<file path="src/include/mcs_map.svh">
`ifndef MCS_MAP_SVH
`define MCS_MAP_SVH
// Register offsets reached through the address pointer
`define MCS_OFS_POWER_TEST 8'h15
`define MCS_OFS_CHAN_MODE 8'h16
`define MCS_OFS_MAIN_CFG 8'h40
`define MCS_OFS_ALARM_1 8'h41
`define MCS_OFS_ALARM_2 8'h42
// Reset values
`define MCS_RST_PTR 8'h00
`define MCS_RST_POWER_TEST 8'h00
`define MCS_RST_CHAN_MODE 8'h00
`define MCS_RST_MAIN_CFG 8'h08
`define MCS_RST_ALARM 8'h00
// Power/test control fields
`define MCS_PT_SHUTDOWN 0
// Channel mode fields
`define MCS_CM_CH1_ANALOG 0
`define MCS_CM_CH2_ANALOG 1
`define MCS_CM_SECOND_DIODE 2
`define MCS_CM_SUPPLY_5V 3
`define MCS_CM_IRQ_EN_LO 4
`define MCS_CM_IRQ_EN_HI 6
`define MCS_CM_ID_OR_IRQ 7
// Main configuration fields
`define MCS_CFG_START 0
`define MCS_CFG_GEN_EN 1
`define MCS_CFG_THERMAL_IRQ_N_EN 2
`define MCS_CFG_GEN_CLEAR 3
`define MCS_CFG_RESET_OUT 4
`define MCS_CFG_THERMAL_IRQ_CLEAR 6
`define MCS_CFG_INIT 7
// Second alarm status fields
`define MCS_AS2_12V 0
`define MCS_AS2_CORE2 1
`define MCS_AS2_INTRUSION 4
`define MCS_AS2_THERMAL_IRQ_N_PIN 5
`define MCS_AS2_DIODE1 6
`define MCS_AS2_DIODE2 7
`define MCS_AS2_RESERVED_MASK 8'h0c
// Timing
`define MCS_CLK_HZ 10000000
`define MCS_RST_PULSE_MS 20
`define MCS_RST_PULSE_CYC ((`MCS_RST_PULSE_MS * `MCS_CLK_HZ) / 1000)
`endif

</file>
<file path="src/include/mcs_pkg.sv">
package mcs_pkg;
    // Reset output pulse sequencer, one-hot
    typedef enum logic [1:0] {
        MCS_RST_IDLE = 2'b01,
        MCS_RST_PULSE = 2'b10
    } mcs_rst_state_e;
    typedef logic [7:0] mcs_byte_t;
endpackage

</file>
<file path="src/rtl/mcs_regs.sv">
// Functional notes
// - Power/test bit 0 selects shutdown mode
// - Mode bits 0,1: analog input or fan
// - Mode bit 2: second supplies as diode
// - Mode bit 3: 5.0V or 3.3V scaling
// - Mode bits 4-6 enable ext irqs, need bit7
// - Mode bit 7: id inputs become irqs
// - Config bit 0 starts monitoring, else standby
// - Clearing start keeps interrupt outputs asserted
// - Config bits 1,2 enable both irq outputs
// - Config bit 3 drops general irq, halts
// - Config bit 4: reset low 20 ms, self-clears
// - Config bit 6 drops thermal irq output
// - Config bit 7 restores config and status defaults, reads zero
// - Status1 bits 0-5 latch limit violations
// - Status1 bits 6,7 fan or analog per mode
// - Status2 bits 0,1 latch; 2,3 reserved
// - Status2 bit 4 latches chassis intrusion high
// - Status2 bit 5 latches external thermal pull
// - Status2 bits 6,7 latch diode faults
// - Mask bit one blocks status from irq
// - Accesses use 8-bit pointer, resets zero
`include "mcs_map.svh"
module mcs_regs #(
    parameter int unsigned RST_PULSE_CYC = `MCS_RST_PULSE_CYC
) (
    input wire logic I_CLOCK,
    input wire logic I_ARST_N,
    input wire logic I_PTR_WE,
    input wire logic I_WR_EN,
    input wire logic [7:0] I_WR_DATA,
    input wire logic I_RD_EN,
    output logic [7:0] O_RD_DATA,
    output logic [7:0] O_PTR,
    output logic O_EXT_WR,
    input wire logic [7:0] I_EXT_RD_DATA,
    input wire logic [7:0] I_LIMIT_EVT_1,
    input wire logic [1:0] I_AIN_EVT,
    input wire logic [1:0] I_LIMIT_EVT_2,
    input wire logic [1:0] I_DIODE_FAULT,
    input wire logic [7:0] I_MASK_1,
    input wire logic [7:0] I_MASK_2,
    input wire logic I_THERMAL_IRQ_N_COND,
    input wire logic I_CHASSIS_INTRUSION,
    input wire logic I_THERMAL_IRQ_N,
    output logic O_THERMAL_IRQ_N,
    output logic O_THERMAL_IRQ_OE,
    output logic O_GENERAL_IRQ_N,
    output logic O_SYS_RESET_OUT_N,
    output logic O_INIT_PULSE,
    output logic O_SHUTDOWN,
    output logic O_MONITOR_RUN,
    output logic O_CH1_ANALOG,
    output logic O_CH2_ANALOG,
    output logic O_SECOND_DIODE,
    output logic O_SUPPLY_5V,
    output logic O_ID_OR_IRQ,
    output logic [2:0] O_EXT_IRQ_EN
);
    // Long pulse counts live in a 32-bit counter; zero would wrap the count and hold the pulse for 2^32 cycles
    if (RST_PULSE_CYC < 1) begin : g_chk
        $error("RST_PULSE_CYC must be at least 1");
    end

    logic [7:0] ptr_ff;
    logic [7:0] pt_ff;
    logic [7:0] cm_ff;
    logic [7:0] cfg_ff;
    logic [7:0] as1_ff;
    logic [7:0] as2_ff;
    logic [7:0] rd_ff;
    logic [31:0] cnt_ff;
    mcs_pkg::mcs_rst_state_e rst_st_ff;
    mcs_pkg::mcs_rst_state_e nxt_rst_st;
    logic [31:0] nxt_cnt;
    logic [2:0] ci_sync_ff;
    logic [2:0] th_sync_ff;
    logic ci_q_ff;
    logic th_low_ff;
    logic [3:0] oe_hist_ff;
    logic ext_wr_ff;
    logic init_ff;
    logic [7:0] set_1_d;

    // Address decode of the pointed register
    wire sel_pt = (ptr_ff == `MCS_OFS_POWER_TEST);
    wire sel_cm = (ptr_ff == `MCS_OFS_CHAN_MODE);
    wire sel_cfg = (ptr_ff == `MCS_OFS_MAIN_CFG);
    wire sel_as1 = (ptr_ff == `MCS_OFS_ALARM_1);
    wire sel_as2 = (ptr_ff == `MCS_OFS_ALARM_2);
    wire own_sel = sel_pt | sel_cm | sel_cfg | sel_as1 | sel_as2;
    wire wr_cfg = I_WR_EN & ~I_PTR_WE & sel_cfg;
    wire init_req = wr_cfg & I_WR_DATA[`MCS_CFG_INIT];
    wire rd_as1 = I_RD_EN & sel_as1;
    wire rd_as2 = I_RD_EN & sel_as2;
    wire pulse_done = (rst_st_ff == mcs_pkg::MCS_RST_PULSE) && (cnt_ff == 32'h0000_0001);

    // Status events; bits 6,7 of the first take fan or analog per mode
    wire [1:0] chan_evt = {cm_ff[`MCS_CM_CH2_ANALOG] ? I_AIN_EVT[1] : I_LIMIT_EVT_1[7],
                           cm_ff[`MCS_CM_CH1_ANALOG] ? I_AIN_EVT[0] : I_LIMIT_EVT_1[6]};
    wire [7:0] set_1 = {chan_evt, I_LIMIT_EVT_1[5:0]};
    wire ci_rise = ci_sync_ff[1] & ci_sync_ff[2] & ~ci_q_ff;
    wire th_ext = th_low_ff & (oe_hist_ff == 4'h0);
    wire [7:0] set_2 = {I_DIODE_FAULT, th_ext, ci_rise, 2'b00, I_LIMIT_EVT_2};

    function automatic logic pending(input logic [7:0] stat, input logic [7:0] mask);
        pending = |(stat & ~mask);
    endfunction

    // Interrupt outputs ignore the start bit so standby never hides an alarm
    wire gen_pend = pending(as1_ff, I_MASK_1) | pending(as2_ff & ~`MCS_AS2_RESERVED_MASK, I_MASK_2);
    wire gen_act = cfg_ff[`MCS_CFG_GEN_EN] & ~cfg_ff[`MCS_CFG_GEN_CLEAR] & gen_pend;
    wire th_act = cfg_ff[`MCS_CFG_THERMAL_IRQ_N_EN] & ~cfg_ff[`MCS_CFG_THERMAL_IRQ_CLEAR] & I_THERMAL_IRQ_N_COND;

    // Address pointer, loaded by the host
    always_ff @(posedge I_CLOCK or negedge I_ARST_N) begin
        if (!I_ARST_N) begin
            ptr_ff <= `MCS_RST_PTR;
        end else if (I_PTR_WE) begin
            ptr_ff <= I_WR_DATA;
        end
    end

    // Power/test and channel mode keep their values across initialization
    always_ff @(posedge I_CLOCK or negedge I_ARST_N) begin
        if (!I_ARST_N) begin
            pt_ff <= `MCS_RST_POWER_TEST;
            cm_ff <= `MCS_RST_CHAN_MODE;
        end else if (I_WR_EN && !I_PTR_WE) begin
            if (sel_pt) begin
                pt_ff <= I_WR_DATA;
            end
            if (sel_cm) begin
                cm_ff <= I_WR_DATA;
            end
        end
    end

    // Main configuration; the reset bit drops when its pulse ends
    always_ff @(posedge I_CLOCK or negedge I_ARST_N) begin
        if (!I_ARST_N) begin
            cfg_ff <= `MCS_RST_MAIN_CFG;
        end else if (init_req) begin
            cfg_ff <= `MCS_RST_MAIN_CFG;
        end else if (wr_cfg) begin
            cfg_ff <= {1'b0, I_WR_DATA[6:0]};
        end else if (pulse_done) begin
            cfg_ff[`MCS_CFG_RESET_OUT] <= 1'b0;
        end
    end

    // Sticky status: a set in the cycle of a clearing read wins; writes never land
    always_ff @(posedge I_CLOCK or negedge I_ARST_N) begin
        if (!I_ARST_N) begin
            as1_ff <= `MCS_RST_ALARM;
            as2_ff <= `MCS_RST_ALARM;
        end else if (init_req) begin
            // Defaults return, but an event in the same cycle still lands
            as1_ff <= `MCS_RST_ALARM | set_1;
            as2_ff <= `MCS_RST_ALARM | set_2;
        end else begin
            as1_ff <= (rd_as1 ? 8'h00 : as1_ff) | set_1;
            as2_ff <= (rd_as2 ? 8'h00 : as2_ff) | set_2;
        end
    end

    // Read data and the strobe for registers held outside this block
    always_ff @(posedge I_CLOCK or negedge I_ARST_N) begin
        if (!I_ARST_N) begin
            rd_ff <= 8'h00;
            ext_wr_ff <= 1'b0;
            init_ff <= 1'b0;
        end else begin
            if (I_RD_EN) begin
                rd_ff <= sel_pt ? pt_ff : sel_cm ? cm_ff : sel_cfg ? cfg_ff : sel_as1 ? as1_ff :
                         sel_as2 ? (as2_ff & ~`MCS_AS2_RESERVED_MASK) : I_EXT_RD_DATA;
            end
            ext_wr_ff <= I_WR_EN & ~I_PTR_WE & ~own_sel;
            init_ff <= init_req;
        end
    end

    // Reset output sequencer: counts the whole pulse, then frees the bit
    always_comb begin
        nxt_rst_st = rst_st_ff;
        nxt_cnt = cnt_ff;
        unique case (rst_st_ff)
            mcs_pkg::MCS_RST_IDLE: begin
                if (wr_cfg && I_WR_DATA[`MCS_CFG_RESET_OUT] && !init_req) begin
                    nxt_rst_st = mcs_pkg::MCS_RST_PULSE;
                    nxt_cnt = RST_PULSE_CYC;
                end
            end
            mcs_pkg::MCS_RST_PULSE: begin
                nxt_cnt = cnt_ff - 32'h0000_0001;
                if (pulse_done) begin
                    nxt_rst_st = mcs_pkg::MCS_RST_IDLE;
                end
            end
            default: begin
                nxt_rst_st = mcs_pkg::MCS_RST_IDLE;
            end
        endcase
    end

    always_ff @(posedge I_CLOCK or negedge I_ARST_N) begin
        if (!I_ARST_N) begin
            rst_st_ff <= mcs_pkg::MCS_RST_IDLE;
            cnt_ff <= 32'h0000_0000;
        end else begin
            rst_st_ff <= nxt_rst_st;
            cnt_ff <= nxt_cnt;
        end
    end

    // Pin synchronisers; a level counts once stages two and three agree
    always_ff @(posedge I_CLOCK or negedge I_ARST_N) begin
        if (!I_ARST_N) begin
            ci_sync_ff <= 3'h0;
            th_sync_ff <= 3'h7;
            ci_q_ff <= 1'b0;
            th_low_ff <= 1'b0;
            oe_hist_ff <= 4'h0;
        end else begin
            ci_sync_ff <= {ci_sync_ff[1:0], I_CHASSIS_INTRUSION};
            th_sync_ff <= {th_sync_ff[1:0], I_THERMAL_IRQ_N};
            if (ci_sync_ff[1] == ci_sync_ff[2]) begin
                ci_q_ff <= ci_sync_ff[2];
            end
            if (th_sync_ff[1] == th_sync_ff[2]) begin
                th_low_ff <= ~th_sync_ff[2];
            end
            // Our own drive echoes back through the synchroniser, so it is masked
            oe_hist_ff <= {oe_hist_ff[2:0], th_act};
        end
    end

    assign O_RD_DATA = rd_ff;
    assign O_PTR = ptr_ff;
    assign O_EXT_WR = ext_wr_ff;
    assign O_INIT_PULSE = init_ff;
    assign O_GENERAL_IRQ_N = ~gen_act;
    assign O_THERMAL_IRQ_N = 1'b0;
    assign O_THERMAL_IRQ_OE = th_act;
    assign O_SYS_RESET_OUT_N = (rst_st_ff != mcs_pkg::MCS_RST_PULSE);
    assign O_SHUTDOWN = pt_ff[`MCS_PT_SHUTDOWN];
    assign O_MONITOR_RUN = cfg_ff[`MCS_CFG_START] & ~cfg_ff[`MCS_CFG_GEN_CLEAR] & ~pt_ff[`MCS_PT_SHUTDOWN];
    assign O_CH1_ANALOG = cm_ff[`MCS_CM_CH1_ANALOG];
    assign O_CH2_ANALOG = cm_ff[`MCS_CM_CH2_ANALOG];
    assign O_SECOND_DIODE = cm_ff[`MCS_CM_SECOND_DIODE];
    assign O_SUPPLY_5V = cm_ff[`MCS_CM_SUPPLY_5V];
    assign O_ID_OR_IRQ = cm_ff[`MCS_CM_ID_OR_IRQ];
    assign O_EXT_IRQ_EN = cm_ff[`MCS_CM_IRQ_EN_HI:`MCS_CM_IRQ_EN_LO] & {3{cm_ff[`MCS_CM_ID_OR_IRQ]}};

    always_ff @(posedge I_CLOCK or negedge I_ARST_N) begin
        if (!I_ARST_N) begin
            set_1_d <= 8'h00;
        end else begin
            set_1_d <= set_1;
        end
    end
endmodule

</file>
<file path="config.mk">
export PLATFORM = sky130hd
export DESIGN_NAME = mcs_regs
export DESIGN_NICKNAME = d
export VERILOG_FILES = /design/src/include/mcs_pkg.sv /design/src/rtl/mcs_regs.sv
export VERILOG_INCLUDE_DIRS = /design/src /design/src/include
export SDC_FILE = /design/constraint.sdc
export NUM_CORES = 1
export LEC_CHECK = 0
export BUFFER_PORTS_ARGS = -buffer_cell sky130_fd_sc_hd__buf_2
export CAP_MARGIN = 20
export CORE_MARGIN = 8
export CORE_UTILIZATION = 35
export DETAILED_ROUTE_END_ITERATION = 8
export GPL_TIMING_DRIVEN = 0
export HOLD_SLACK_MARGIN = 0.12
export PLACE_DENSITY = 0.52
export SLEW_MARGIN = 20
export SYNTH_ARGS = -nofsm -noshare
export SYNTH_HDL_FRONTEND = slang
export SYNTH_SLANG_ARGS = --single-unit
</file>
<file path="constraint.sdc">
create_clock -name I_CLOCK -period 3.79 [get_ports I_CLOCK]
set_input_delay 0 -clock I_CLOCK [delete_from_list [all_inputs] [get_ports I_CLOCK]]
set_output_delay 0 -clock I_CLOCK [all_outputs]
set_load 0.05 [all_outputs]
</file>
==> out/metrics.yaml <==
final_layout:
  layout-drive-gt1-share: 0.2364
  antenna_cells: 0
  fin_cells: 785
  multi_input_area_sq_um: 2108
  syn2layout_area_growth_pct: 27.09
  fillers: 1360
  fin_nets: 657
  register_area_sq_um: 2534
  fin_area_sq_um: 6175
critical_path:
  required_ns: 4.02
  crit_path_start: "O_PTR[5]$_DFFE_PN0P_"
  reg2reg_from: "O_PTR[5]$_DFFE_PN0P_"
  cp-start-kind: "flop"
  max_stage_delay_ns: 0.57
  reg2reg_slack_ns: 1.12
  r2r_cells: 6
  arrival_ns: 2.90
  crit_fanout: 10
  crit_chain: "nor3_1, nand2_1, or3_1, clkbuf_1, a221o_1, dlygate4sd3_1"
  timing.rr.end: "as1_ff[6]$_DFF_PN0_"
  cp_top_family: "simple AND/OR/NAND/NOR gates"
  path_class: "flop to flop"
  critPathBufInv: 2
  end_kind: "flop"
  cp_slowest_cell: "dlygate4sd3_1"
placement:
  hpwlAfterDp_mm: 9.973
  dpl_cell_area_sq_um: 5523
  dp.cells: 737
  place_congestion: 0.8410
  io_buffers: 81
  dp_slack_ns: 1.264
min_path:
  hold_path.class: "input port to flop"
  hold_end: "O_RD_DATA[4]$_DFFE_PN0P_"
  worstHoldPathCells: 5
  hp-start: "I_EXT_RD_DATA[4]"
sta:
  relSlewSlack: 0.4222
  worstMarginPinSlew_ns: 0.8588
  clock.fmax_ghz: 0.3750
  hold_violations: 0
  finalSetupTns_ns: 0
  skew_ns: 0.005150
  rsz0062_at_grt: "false"
  finalWorstSetupSlack_ns: 1.123
  finalSetupViolCount: 0
  fin_crit_sh: 0.7036
  period_minus_slack_ns: 2.667
  maxSlewViolCount: 0
grt:
  grt_max_degree: 71
  grt_pass1_wl_mm: 22.36
  grt.total_usage: 0.1565
  overflow: 0
  antenna_found_initial: 0
  grt_pass1_vias: 4106
synthesis:
  synth_nets: 532
  ys.flop_type: "dfrtp_1"
  syn_area_per_cell_sq_um: 10.23
  synthArstFlopShare: 1.000
  yosys-top-cells-area: "dfrtp_1 (49%), mux2_2 (5.3%), o21ai_0 (4.2%)"
  synthTopCellsByCount: "dfrtp_1 (96), nand2_1 (50), o21ai_0 (41), inv_1 (28), nor2_1 (24)"
  synth_seq_cells: 101
  yosysWarnings: 0
  yosysTopAreaCellShare: 0.4945
  syn-cell-area_sq_um: 4858
  yosysMostFrequentCell: "dfrtp_1"
  ys_seq_area_frac: 0.5215
  synth_edf_count: 0
  yosysUniqueCellTypes: 57
  synth_top_area_cell: "dfrtp_1"
  syn_inst: 475
clocking:
  cts_root_buffer: "clkbuf_16"
  clkTransAtPathRegs_ns: 0.07
  cts-buffers-inserted: 9
  clock_sinks: 101
  worstSkewPairLatency_ns: 0.35
  cts_buffer_depth: 2
  cts_setup_buffers: 0
  cts_resized: 0
  htreeDepth: 3
  cts_tree: "yes"
  postCtsHoldBufs: 32
floorplanning:
  die_w_um: 133.8
  start_util: 0.3541
  die_area_sq_um: 17910
  die_h_um: 133.8
  rows: 43
  core_sq_um: 13720
  ios: 86
pwr:
  p_per_area_nw_per_um2: 409.1
  peakVddDrop_mv: 0.2383
  power.leakage_nw: 2.715
  total_power_mw: 2.526
drt:
  drtPass1Iterations: 4
  drc: 0
  wire_per_inst_um: 17.28
  vias: 4005
  antenna_left: 0
  routed_via_density: 5.102
  drtIter0Drc: 257
  totalWireLength_mm: 13.56
status:
  status: "finished clean"
run:
  cap_violations: 0
worst register-to-register path, delay by kind of cell, from the launching register on:
| family | cells | cell delay (ns) |
|---|---|---|
| AO/OA/AOI/OAI | 1 | 0.34 |
| buffers and inverters | 2 | 0.80 |
| flip-flops | 1 | 0.40 |
| AND/OR/NAND/NOR | 3 | 1.02 |
metal layers:
layer	share of wire	track usage
met1	0.46	0.1965
met5	0	0
met3	0.060	0.04974
met2	0.47	0.2552
met4	0.014	0.03993
final cells by class:
| type | instances | share of cell area |
|---|---|---|
| multi-input combinational | 321 | 0.3414 |
| clock inverter | 7 | 0.01560 |
| sequential | 101 | 0.4103 |
| timing repair buffer | 114 | 0.1246 |
| inverter | 28 | 0.01702 |
| buffer | 25 | 0.01803 |
| clock buffer | 9 | 0.03647 |
| tap | 180 | 0.03647 |
worst max-delay path by stage:
stage,endpoint,slack (ns),cells past startpoint
2_1_floorplan,pt_ff[0]$_DFFE_PN0P_,1.30,7
3_5_place_dp,cnt_ff[23]$_DFFE_PN0P_,1.26,7
5_1_grt,as1_ff[7]$_DFF_PN0_,0.98,7
4_1_cts,as1_ff[6]$_DFF_PN0_,1.12,6
6_report,as1_ff[6]$_DFF_PN0_,1.12,6
3_3_place_gp,O_RD_DATA[2]$_DFFE_PN0P_,1.31,6
metrics by stage:
stage            util  hold slack (ns)
2_1_floorplan       -          -0.2956
3_3_place_gp   0.4001           0.1055
3_5_place_dp   0.4026         -0.09933
4_1_cts        0.4501           0.1286
5_1_grt        0.4501           0.1578
6_report       0.4501           0.1373
sequential cells by signal, summed over array words and instances (netlist names):
register      flops
as1_ff            8
rst_st_ff         2
O_INIT_PULSE      1
O_EXT_WR          1
ci_q_ff           1
O_PTR             8
oe_hist_ff        4
th_sync_ff        3
as2_ff            6
ci_sync_ff        3
cm_ff             8
cnt_ff           32
O_RD_DATA         8
th_low_ff         1
pt_ff             8
cfg_ff            7
logic make-up after synthesis:
family / Yosys count / synth area share
AND/OR/NAND/NOR: 162 / 0.1782
AO/OA/AOI/OAI: 118 / 0.1661
buffers and inverters: 53 / 0.04455
multiplexers: 33 / 0.07391
other: 1 / 0.0007719
adder cells (fa/ha/maj): 3 / 0.007727
flip-flops: 101 / 0.5215
XOR/XNOR: 4 / 0.007212
power by group:
| part | switching, mW | internal, mW | total [mW] |
|---|---|---|---|
| Sequential | 0.0387 | 1.13 | 1.16 |
| Clock | 0.420 | 0.583 | 1.00 |
| Combinational | 0.229 | 0.130 | 0.359 |
| Total | 0.688 | 1.84 | 2.53 |
placed cells by master, fill, tap and decap left out, drive strengths merged, types with 5 or more instances in the layout:
cell type / netlist / layout
a211o: 6 / 6
a21boi: 6 / 6
a21o: 10 / 10
a21oi: 5 / 5
a221oi: 9 / 9
buf: 8 / 91
clkbuf: 17 / 26
dfrtp: 96 / 96
dfstp: 5 / 5
dlygate4sd3: 0 / 31
inv: 28 / 30
mux2: 23 / 23
mux2i: 10 / 10
nand2: 50 / 50
nand2b: 8 / 8
nand3: 21 / 21
nor2: 25 / 25
nor3: 8 / 8
nor4: 6 / 6
o211ai: 6 / 6
o21ai: 41 / 41
o22ai: 6 / 6
o31ai: 5 / 5
or3: 7 / 7
or4: 9 / 9
Power figures use the tool's default switching activity.
